--- config.mk ---
export PLATFORM = sky130hd
export DESIGN_NAME = spsel_top
export DESIGN_NICKNAME = d
export VERILOG_FILES = /design/src/core/spsel_pkg.sv /design/src/core/spsel_top.sv
export SDC_FILE = /design/constraint.sdc
export NUM_CORES = 1
export LEC_CHECK = 0
export ABC_AREA = 1
export BUFFER_PORTS_ARGS = -buffer_cell sky130_fd_sc_hd__buf_2
export CELL_PAD_IN_SITES_DETAIL_PLACEMENT = 1
export CELL_PAD_IN_SITES_GLOBAL_PLACEMENT = 1
export CORE_ASPECT_RATIO = 0.9
export CORE_UTILIZATION = 37
export DETAILED_ROUTE_END_ITERATION = 12
export PLACE_DENSITY = 0.86
export SYNTH_ARGS = -nofsm -noshare
export SYNTH_HDL_FRONTEND = slang
export SYNTH_SLANG_ARGS = --single-unit
export TNS_END_PERCENT = 10
--- constraint.sdc ---
create_clock -name mclk_i -period 2.7 [get_ports mclk_i]
set_input_delay 0.675 -clock mclk_i [delete_from_list [all_inputs] [get_ports mclk_i]]
set_output_delay 0.675 -clock mclk_i [all_outputs]
set_load 0.03 [all_outputs]
--- src/core/spsel_pkg.sv ---
// Purpose: Constants and carrier types for the shared pin select block
// Assumes: 32-bit register port, one word per register
// Notes: Only lines 2..12, 16 and 17 are shared pins in this block
package spsel_pkg;

    // Shared line positions
    localparam int unsigned CODEC_CLK_BIT = 12;
    localparam int unsigned IR_RX_PWR_BIT = 17;
    localparam int unsigned IR_TX_BIT = 16;
    localparam int unsigned CARD_HI_BIT = 11;
    localparam int unsigned CARD_LO_BIT = 5;
    localparam int unsigned SLOT1_WAIT_BIT = 4;
    localparam int unsigned SLOT2_WAIT_BIT = 3;
    localparam int unsigned CARD_DIR_BIT = 2;

    // Lines present in this block
    localparam logic [31:0] LINE_MASK = (32'h1 << IR_RX_PWR_BIT) | (32'h1 << IR_TX_BIT)
        | (32'h1 << CODEC_CLK_BIT) | (((32'h1 << (CARD_HI_BIT + 1)) - 32'h1)
        & ~((32'h1 << CARD_LO_BIT) - 32'h1)) | (32'h1 << SLOT1_WAIT_BIT)
        | (32'h1 << SLOT2_WAIT_BIT) | (32'h1 << CARD_DIR_BIT);
    // Standard function is an input only on these lines
    localparam logic [31:0] STD_IN_MASK = (32'h1 << SLOT1_WAIT_BIT)
        | (32'h1 << SLOT2_WAIT_BIT);

    // Values after reset
    localparam logic [31:0] SEL_RST = LINE_MASK & ~(32'h1 << CODEC_CLK_BIT);
    localparam logic [31:0] SLEEP_SEL_RST = LINE_MASK;
    localparam logic [31:0] SIO_OUT_RST = 32'h0;
    localparam logic [31:0] SIO_OE_RST = 32'h0;

    // Register offsets (byte addresses)
    localparam int unsigned ADDR_W = 8;
    localparam logic [7:0] PIN_SEL_OFF = 8'h00;
    localparam logic [7:0] SLEEP_SEL_OFF = 8'h04;
    localparam logic [7:0] SIO_OUT_OFF = 8'h08;
    localparam logic [7:0] SIO_OE_OFF = 8'h0c;
    localparam logic [7:0] SIO_IN_OFF = 8'h10;
    localparam logic [7:0] POWER_OFF = 8'h14;

    // Power register fields
    localparam int unsigned PWR_SLEEP_REQ_BIT = 0;
    localparam int unsigned PWR_SUPPLY_ON_BIT = 0;
    localparam int unsigned PWR_DOWN_BIT = 1;
    localparam int unsigned PWR_SENSE_BIT = 2;
    localparam int unsigned PWR_STATE_LSB = 4;

    // Power states, one-hot
    typedef enum logic [2:0] {
        PS_PON = 3'h1,
        PS_RUN = 3'h2,
        PS_SLEEP = 3'h4
    } spsel_pstate_e;

    // Pin drive carrier
    typedef struct packed {
        logic [31:0] oe;
        logic [31:0] out;
    } spsel_drive_s;

    // Register bus request carrier
    typedef struct packed {
        logic [7:0] addr;
        logic [31:0] wdata;
        logic wr;
        logic rd;
    } spsel_req_s;

endpackage : spsel_pkg

--- src/core/spsel_top.sv ---
// Purpose: Shared pin function select and first power-up sequencing
// Assumes: mclk_i 10 MHz; pins and supply sense are asynchronous
// Notes: Per-line vectors are 32 bits wide; absent lines stay zero
//        Registers survive sleep and wake; only the reset pin clears them
//
// What this block does
// - Codec clock on line 12, select resets 0
// - IR receiver power on line 17, resets 1
// - IR transmit on line 16, select resets 1
// - Card strobes, selects on lines 11..5, reset 1
// - Slot wait inputs on lines 4, 3, reset 1
// - Card direction on line 2, resets 1
// - Power-on reset drives pins to defined state
// - On button moves power-on reset to running
// - Programmed pin states survive sleep and wake
// - Never drive standard inputs on lines 4, 3; shared-line enable still drives them
// - Power-down is inverse of supply-on AND sense
// - Sleep keeps this control logic alive
// - Sleep state only where pin sleep bit set
//
// The implementer's own choices: the register addresses and strobed register access.
`timescale 1ns/100ps
`default_nettype none

module spsel_top (
    input wire logic mclk_i,
    input wire logic resetn_i,
    // Register port
    input wire spsel_pkg::spsel_req_s req_i,
    output logic [31:0] rdata_o,
    // Pads of the shared lines
    input wire logic [31:0] pad_in_i,
    output spsel_pkg::spsel_drive_s pad_o,
    // Standard functions
    input wire spsel_pkg::spsel_drive_s std_i,
    output logic [31:0] std_in_o,
    // Power control
    input wire logic on_button_i,
    input wire logic system_supply_sense_i,
    output logic supply_on_o,
    output logic powerdown_o
);

    // Input synchronisers, two flops each
    logic [31:0] pad_meta_q;
    logic [31:0] pad_meta_d;
    logic [31:0] pad_sync_q;
    logic [31:0] pad_sync_d;
    logic btn_meta_q;
    logic btn_meta_d;
    logic btn_sync_q;
    logic btn_sync_d;
    logic sense_meta_q;
    logic sense_meta_d;
    logic sense_sync_q;
    logic sense_sync_d;

    // Absent lines masked by a constant so their flops never toggle
    always_comb begin
        pad_meta_d = pad_in_i & spsel_pkg::LINE_MASK;
        pad_sync_d = pad_meta_q;
        btn_meta_d = on_button_i;
        btn_sync_d = btn_meta_q;
        sense_meta_d = system_supply_sense_i;
        sense_sync_d = sense_meta_q;
    end

    // Only the second stage is read by any logic
    always_ff @(posedge mclk_i or negedge resetn_i) begin
        if (!resetn_i) begin
            pad_meta_q <= 32'h0;
            pad_sync_q <= 32'h0;
            btn_meta_q <= 1'b0;
            btn_sync_q <= 1'b0;
            sense_meta_q <= 1'b0;
            sense_sync_q <= 1'b0;
        end else begin
            pad_meta_q <= pad_meta_d;
            pad_sync_q <= pad_sync_d;
            btn_meta_q <= btn_meta_d;
            btn_sync_q <= btn_sync_d;
            sense_meta_q <= sense_meta_d;
            sense_sync_q <= sense_sync_d;
        end
    end

    // Software state; only the async reset clears it, never a wake
    logic [31:0] sel_q;
    logic [31:0] sel_d;
    logic [31:0] sleep_sel_q;
    logic [31:0] sleep_sel_d;
    logic [31:0] sio_out_q;
    logic [31:0] sio_out_d;
    logic [31:0] sio_oe_q;
    logic [31:0] sio_oe_d;
    logic [31:0] rdata_q;
    logic [31:0] rdata_d;
    spsel_pkg::spsel_pstate_e state_q;
    spsel_pkg::spsel_pstate_e state_d;
    logic supply_on_q;
    logic supply_on_d;
    logic powerdown_q;
    logic powerdown_d;
    logic pd_now;
    logic sleep_req;
    logic in_pon;

    // Power-down condition from live supply-on and sensed supply
    assign pd_now = ~(supply_on_q & sense_sync_q);
    assign sleep_req = req_i.wr && (req_i.addr == spsel_pkg::POWER_OFF)
        && req_i.wdata[spsel_pkg::PWR_SLEEP_REQ_BIT];

    // Every line is released until the first press
    assign in_pon = (state_q == spsel_pkg::PS_PON);

    // Software registers; a select write only reroutes its lines
    always_comb begin
        sel_d = sel_q;
        sleep_sel_d = sleep_sel_q;
        sio_out_d = sio_out_q;
        sio_oe_d = sio_oe_q;
        // Writes; unimplemented line bits stay zero
        if (req_i.wr) begin
            case (req_i.addr)
                spsel_pkg::PIN_SEL_OFF: begin
                    sel_d = req_i.wdata & spsel_pkg::LINE_MASK;
                end
                spsel_pkg::SLEEP_SEL_OFF: begin
                    sleep_sel_d = req_i.wdata & spsel_pkg::LINE_MASK;
                end
                spsel_pkg::SIO_OUT_OFF: begin
                    sio_out_d = req_i.wdata & spsel_pkg::LINE_MASK;
                end
                spsel_pkg::SIO_OE_OFF: begin
                    sio_oe_d = req_i.wdata & spsel_pkg::LINE_MASK;
                end
                default: begin
                    // Read-only and unmapped offsets ignore writes
                end
            endcase
        end
    end

    // Only a reset clears these; sleep and wake keep them
    always_ff @(posedge mclk_i or negedge resetn_i) begin
        if (!resetn_i) begin
            sel_q <= spsel_pkg::SEL_RST;
            sleep_sel_q <= spsel_pkg::SLEEP_SEL_RST;
            sio_out_q <= spsel_pkg::SIO_OUT_RST;
            sio_oe_q <= spsel_pkg::SIO_OE_RST;
        end else begin
            sel_q <= sel_d;
            sleep_sel_q <= sleep_sel_d;
            sio_out_q <= sio_out_d;
            sio_oe_q <= sio_oe_d;
        end
    end

    // Read mux; the zero default keeps data to a single cycle
    always_comb begin
        rdata_d = 32'h0;
        // Reads answer in the following cycle; unmapped reads zero
        if (req_i.rd) begin
            case (req_i.addr)
                spsel_pkg::PIN_SEL_OFF: begin
                    rdata_d = sel_q;
                end
                spsel_pkg::SLEEP_SEL_OFF: begin
                    rdata_d = sleep_sel_q;
                end
                spsel_pkg::SIO_OUT_OFF: begin
                    rdata_d = sio_out_q;
                end
                spsel_pkg::SIO_OE_OFF: begin
                    rdata_d = sio_oe_q;
                end
                spsel_pkg::SIO_IN_OFF: begin
                    rdata_d = pad_sync_q;
                end
                spsel_pkg::POWER_OFF: begin
                    // Status view of the power sequencer
                    rdata_d[spsel_pkg::PWR_SUPPLY_ON_BIT] = supply_on_q;
                    rdata_d[spsel_pkg::PWR_DOWN_BIT] = powerdown_q;
                    rdata_d[spsel_pkg::PWR_SENSE_BIT] = sense_sync_q;
                    rdata_d[spsel_pkg::PWR_STATE_LSB +: 3] = state_q;
                end
                default: begin
                    rdata_d = 32'h0;
                end
            endcase
        end
    end

    // Read data register
    always_ff @(posedge mclk_i or negedge resetn_i) begin
        if (!resetn_i) begin
            rdata_q <= 32'h0;
        end else begin
            rdata_q <= rdata_d;
        end
    end

    // Power sequencing; sleep comes only from a software request
    always_comb begin
        state_d = state_q;
        supply_on_d = supply_on_q;
        powerdown_d = pd_now;
        // Power state machine
        case (state_q)
            spsel_pkg::PS_PON: begin
                // Waits here until the first press
                if (btn_sync_q) begin
                    state_d = spsel_pkg::PS_RUN;
                    supply_on_d = 1'b1;
                end
            end
            spsel_pkg::PS_RUN: begin
                // Button is ignored while running
                if (sleep_req) begin
                    state_d = spsel_pkg::PS_SLEEP;
                    supply_on_d = 1'b0;
                end
            end
            spsel_pkg::PS_SLEEP: begin
                // Logic stays clocked here; supply drops outside
                if (btn_sync_q) begin
                    state_d = spsel_pkg::PS_RUN;
                    supply_on_d = 1'b1;
                end
            end
            default: begin
                // Illegal code falls back to the power-on state
                state_d = spsel_pkg::PS_PON;
                supply_on_d = 1'b0;
            end
        endcase
    end

    // Power state and supply control
    always_ff @(posedge mclk_i or negedge resetn_i) begin
        if (!resetn_i) begin
            state_q <= spsel_pkg::PS_PON;
            supply_on_q <= 1'b0;
            powerdown_q <= 1'b1;
        end else begin
            state_q <= state_d;
            supply_on_q <= supply_on_d;
            powerdown_q <= powerdown_d;
        end
    end

    // Per-line routing between standard function and shared line
    spsel_pkg::spsel_drive_s pad_d;
    logic [31:0] std_in_d;

    for (genvar i = 0; i < 32; i++) begin : g_line
        if (spsel_pkg::LINE_MASK[i]) begin : g_on
            logic gated;
            logic std_oe;
            logic mux_oe;
            logic mux_out;
            // Pins released, not driven low, so outside parts win
            assign gated = in_pon
                || (pd_now && sleep_sel_q[i]);
            // Input-only standard functions never drive the pad
            assign std_oe = std_i.oe[i] & ~spsel_pkg::STD_IN_MASK[i];
            // Shared line or standard function, per select bit
            assign mux_oe = sel_q[i] ? sio_oe_q[i] : std_oe;
            assign mux_out = sel_q[i] ? sio_out_q[i] : std_i.out[i];
            // Gating overrides both sources
            assign pad_d.oe[i] = gated ? 1'b0 : mux_oe;
            assign pad_d.out[i] = gated ? 1'b0 : mux_out;
            assign std_in_d[i] = sel_q[i] ? 1'b0 : pad_sync_q[i];
        end else begin : g_off
            assign pad_d.oe[i] = 1'b0;
            assign pad_d.out[i] = 1'b0;
            assign std_in_d[i] = 1'b0;
        end
    end

    // Output flops; pads start released
    spsel_pkg::spsel_drive_s pad_q;
    logic [31:0] std_in_q;

    always_ff @(posedge mclk_i or negedge resetn_i) begin
        if (!resetn_i) begin
            pad_q <= '0;
            std_in_q <= 32'h0;
        end else begin
            pad_q <= pad_d;
            std_in_q <= std_in_d;
        end
    end

    // Ports come straight from flops
    assign pad_o = pad_q;
    assign std_in_o = std_in_q;
    assign rdata_o = rdata_q;
    assign supply_on_o = supply_on_q;
    assign powerdown_o = powerdown_q;

endmodule : spsel_top

`default_nettype wire

# After elaboration in Yosys (flattened, before gate mapping)
# Index checks and enable logic that the tools add are counted.
# word_totals
regBits,158
input_bits,142
output_inout_bits,130
word_cells,140
# op_classes
eq_ne,10
muxes,76
bitwise_logic,2
reduce_logical,35
# op_table
operator,n
two-way mux 1 bit,67
one-hot mux 11 bit (5 select lines),1
one-hot mux 3 bit (6 select lines),2
two-way mux 18 bit,1
"== test 8 x 4 -> 1 bit, second input constant",2
"== test 8 x 5 -> 1 bit, second input constant",2
logical AND 1 bit,15
logical OR 1 bit,13
AND reduction 2 bit,5
"== test 8 x 3 -> 1 bit, second input constant",1
logical NOT 8 bit,1
two-way mux 3 bit,2
one-hot mux 3 bit (2 select lines),1
one-hot mux 1 bit (5 select lines),1
"== test 3 x 1 -> 1 bit, second input constant",1
"== test 3 x 2 -> 1 bit, second input constant",1
"== test 3 bit, second input constant",1
"!= test 2 x 1 -> 1 bit, second input constant",1
"!= test 2 bit, second input constant",1
one-hot mux 1 bit (2 select lines),1
OR reduction 2 bit,1
AND 1 bit,1
NOT 1 bit,1

# Depth between registers and ports, before layout
# logic_depth
word_depth,5
depth_mapped,9
depth_no_buf,8

# Worst setup path after synthesis
# OpenSTA, ideal clock, no wires.
# synth_path
kind,input -> register
from,input req_i[39] (netlist name)
to,register sio_out_q[7]
setup_time_ns,0.120
t_arrival_ns,1.441
path_slack_ns,1.139
path_stages,7
cell_sequence,nor2_4 nand2_4 nor2_4 nand2_4 buf_6 nand2_1 o21ai_2
# synth_via
elab_chain_cells,2
# synth_rtl
item,line,source
"start, declared",spsel_top.sv:29,"input wire spsel_pkg::spsel_req_s req_i,"
== test 8 x 4 -> 1 bit,spsel_top.sv:124,case (req_i.addr)
AND reduction 2 bit (no source line),-,
"end signal, assigned",spsel_top.sv:149,sio_out_q <= spsel_pkg::SIO_OUT_RST;
"end signal, assigned",spsel_top.sv:154,sio_out_q <= sio_out_d;
"end, declared",spsel_top.sv:92,logic [31:0] sio_out_q;
# Every way passes these cells.
# A chain may end at the register's enable or synchronous reset.

# Worst setup path after layout
# layout_path
from,"register powerdown_q, in the netlist powerdown_o"
to,output powerdown_o
# layout_lines
item,line,source
"start, declared",spsel_top.sv:102,logic powerdown_q;
"start signal, assigned",spsel_top.sv:248,powerdown_q <= powerdown_d;
"end, declared",spsel_top.sv:41,output logic powerdown_o
# No word-level cell between the ends.

==> run_results.csv <==
group,metric,value,unit
timing,fmax,551.0,MHz
worst_setup_path,critical_path_class,"flip-flop to primary output",
worst_setup_path,crit_buf_inv,1,
yosys,synth.most_common_cell,"nand2_1",
floorplan,rows,44,
clocking,cts.sinks,140,
yosys,synth_area,6332,um2
routing,highest_layer,"met4",
placed_design,dpl_cell_area,6830,um2
routing,first_pass_iters,4,
yosys,seq_area_frac_synth,0.5586,
yosys,synthTopCellsByArea,"dfrtp_1 (45%), nand2_1 (12%), dfstp_2 (11%)",
routing,vias,4742,
timing,final.setup_skew,0.005894,ns
clocking,cts_max_path_buffers,2,
worst_setup_path,crit_family,"flip-flops",
timing,drv_slew,0,
worst_setup_path,cp-end-kind,"primary output",
yosys,ys.flop_type,"dfrtp_1",
global_route,grt_pass1_wl,26970,um
yosys,yosys.area.top_type_share,0.4466,
yosys,synth_cell_types,27,
worst_hold_path,hold_path.class,"input pin to async pin",
timing,min_period,1.815,ns
timing,worst_slew_pin_slew,0.7125,ns
finish,diodes,0,
routing,routed_wl,16940,um
timing,relSlewSlack,0.5239,
floorplan,dieArea,17640,um2
power,power_leakage,0.003899,uW
finish,fin_nets,947,
floorplan,initial_core_util,0.3860,
routing,viasPerCell,4.626,
yosys,async_reset_ff_frac,1.000,
clocking,cts_tree,"built",
floorplan,io_pins,272,
yosys,synth-seq-cells,140,
routing,met3_length,963,um
yosys,yosys_warnings,0,
global_route,grt.overflow.total,0,
worst_setup_path,crit_path_max_fanout,2,
clocking,clk_latency,0.43,ns
finish,synthToLayoutAreaGrowth,18.28,%
routing,met2_length,8558,um
global_route,grt_pass1_vias,4962,
clocking,htreeDepth,4,
flow_run,cap_violations,0,
global_route,antenna_found_initial,0,
timing,setup_viol,0,
yosys,postSynthCellCount,678,
finish,stdcell_count,1025,
clocking,clk_pin_slew,0.06,ns
worst_setup_path,path_cells,"buf_2",
routing,wl_per_cell,16.53,um
timing,fin_tns_setup,0,ns
timing,rsz0062_at_grt,"no",
placed_design,dp_hpwl,11400,um
worst_setup_path,cpPeakStageDelay,0.52,ns
yosys,yosys.area.top_type,"dfrtp_1",
worst_setup_path,worst_path_max_delay_cell,"dfstp_2",
run_status,status,"completed",
global_route,grt_use_total,0.2056,
clocking,cts.repair.resized,0,
yosys,synth_edf_count,0,
clocking,postCtsSetupBuffers,0,
global_route,grt_max_degree,70,
routing,ant_nets,0,
routing,route.detailed.drc,0,
worst_setup_path,cp-start-kind,"flip-flop",
placed_design,dp.cells,993,
yosys,avgSynthCellArea,9.340,um2
clocking,cts_hold_buf,0,
finish,final_area,7490,um2
power,ir_worst_vdd,0.0005384,V
finish,drive_gt1_frac,0.2824,
timing,finalHoldViolations,0,
floorplan,die_y,126.1,um
worst_setup_path,cp_data_required_time,2.03,ns
yosys,netlist_top_cells_count,"nand2_1 (195), dfrtp_1 (113), buf_4 (76), inv_1 (51), nor2_1 (49)",
clocking,cts_buffers,17,
placed_design,io_buffers,120,
clocking,cts_root_buffer,"clkbuf_16",
power,power_density,853.3,nW/um2
timing,finalCritPeriodShare,0.6722,
routing,drt_iter0_drc,255,
worst_setup_path,crit_arrival,1.14,ns
floorplan,core,16410,um2
floorplan,die_w,139.9,um
routing,wl_met1,7223,um
placed_design,gp_congestion,0.7371,
## power breakdown
part / internal, uW / switching [uW]
Clock: 1710 / 905
Combinational: 304 / 992
Sequential: 2360 / 123
Total: 4370 / 2020
## layout make-up
| type | instances | area, um2 |
|---|---|---|
| inverters | 54 | 202.7 |
| flip-flops and latches | 140 | 3537 |
| well taps | 207 | 259.0 |
| multi-input cells | 466 | 2167 |
| repair buffers | 126 | 664.4 |
| clock buffers | 21 | 470.5 |
| fillers | 1942 | 8916 |
| clock inverters | 11 | 188.9 |
## stage by stage
step | util | hold slack (ns) | setup slack, ns | total power, uW
floorplan | - | 0.3312 | 1.139 | 3421
global placement | 0.4163 | 0.3311 | 0.5775 | 3773
detailed placement | 0.4163 | 0.3363 | 0.5425 | 3802
CTS | 0.4565 | 0.2595 | 0.8575 | 6447
global route | 0.4565 | 0.2873 | 0.8451 | 6649
finish | 0.4565 | 0.2371 | 0.8850 | 6391
## placed cells by master (no fill, tap or decap), drive strengths merged
cell | Yosys | final
inv | 54 | 54
nor2 | 59 | 59
nand4 | 5 | 5
a21boi | 1 | 1
dfstp | 27 | 27
conb | 1 | 74
clkbuf | 1 | 21
clkinv | 0 | 4
dfrtp | 113 | 113
or2 | 1 | 1
buf | 90 | 126
clkinvlp | 0 | 2
o21ai | 58 | 58
mux2i | 2 | 2
a21oi | 25 | 25
bufinv | 0 | 5
nand3 | 39 | 39
nand2 | 202 | 202
## flip-flops by register name (all words and copies together), names as in the netlist
register	count
pad_o	26
rdata_o	15
pad_meta_q	13
pad_sync_q	13
sel_q	13
sio_oe_q	13
sio_out_q	13
sleep_sel_q	13
std_in_o	13
state_q	3
btn_meta_q	1
btn_sync_q	1
powerdown_o	1
sense_meta_q	1
sense_sync_q	1
## worst register-to-register path, cell delays in order, from the launching register on
cell	delay [ns]
dfstp_2	0.57
nand3_1	0.39
buf_4	0.35
nand2_1	0.12
a21oi_1	0.07
## logic make-up after synthesis
logic type | count (synthesis) | synth area share
DFF | 140 | 0.5586
muxes | 2 | 0.003162
other | 1 | 0.0005922
and+or+nand+nor | 306 | 0.2142
AOI/OAI and AO/OA | 84 | 0.08101
buffers and inverters | 145 | 0.1425
## per-layer routing
layer / GRT usage / vias to the layer above
met2: 0.3506 / 158
li1: - / 2242
met3: 0.05171 / 10
met5: 0 / -
met1: 0.2539 / 2332
met4: 0.06981 / 0
## path summary, 6_finish.rpt
check,start,to,slack (ns),cells after the start
min,resetn_i,sel_q[12]$_DFFE_PN0P_,0.24,1
min in group mclk_i,pad_meta_q[10]$_DFF_PN0_,pad_sync_q[10]$_DFF_PN0_,0.35,0
min reg2reg,pad_meta_q[10]$_DFF_PN0_,pad_sync_q[10]$_DFF_PN0_,0.35,0
max in group asynchronous,resetn_i,sleep_sel_q[3]$_DFFE_PN1P_,1.69,2
max,powerdown_o$_DFF_PN1_,powerdown_o,0.89,1
max reg2reg,state_q[0]$_DFFE_PN1P_,pad_o[44]$_DFF_PN0_,1.08,4
Note: power is estimated with default switching activity, not from simulation.
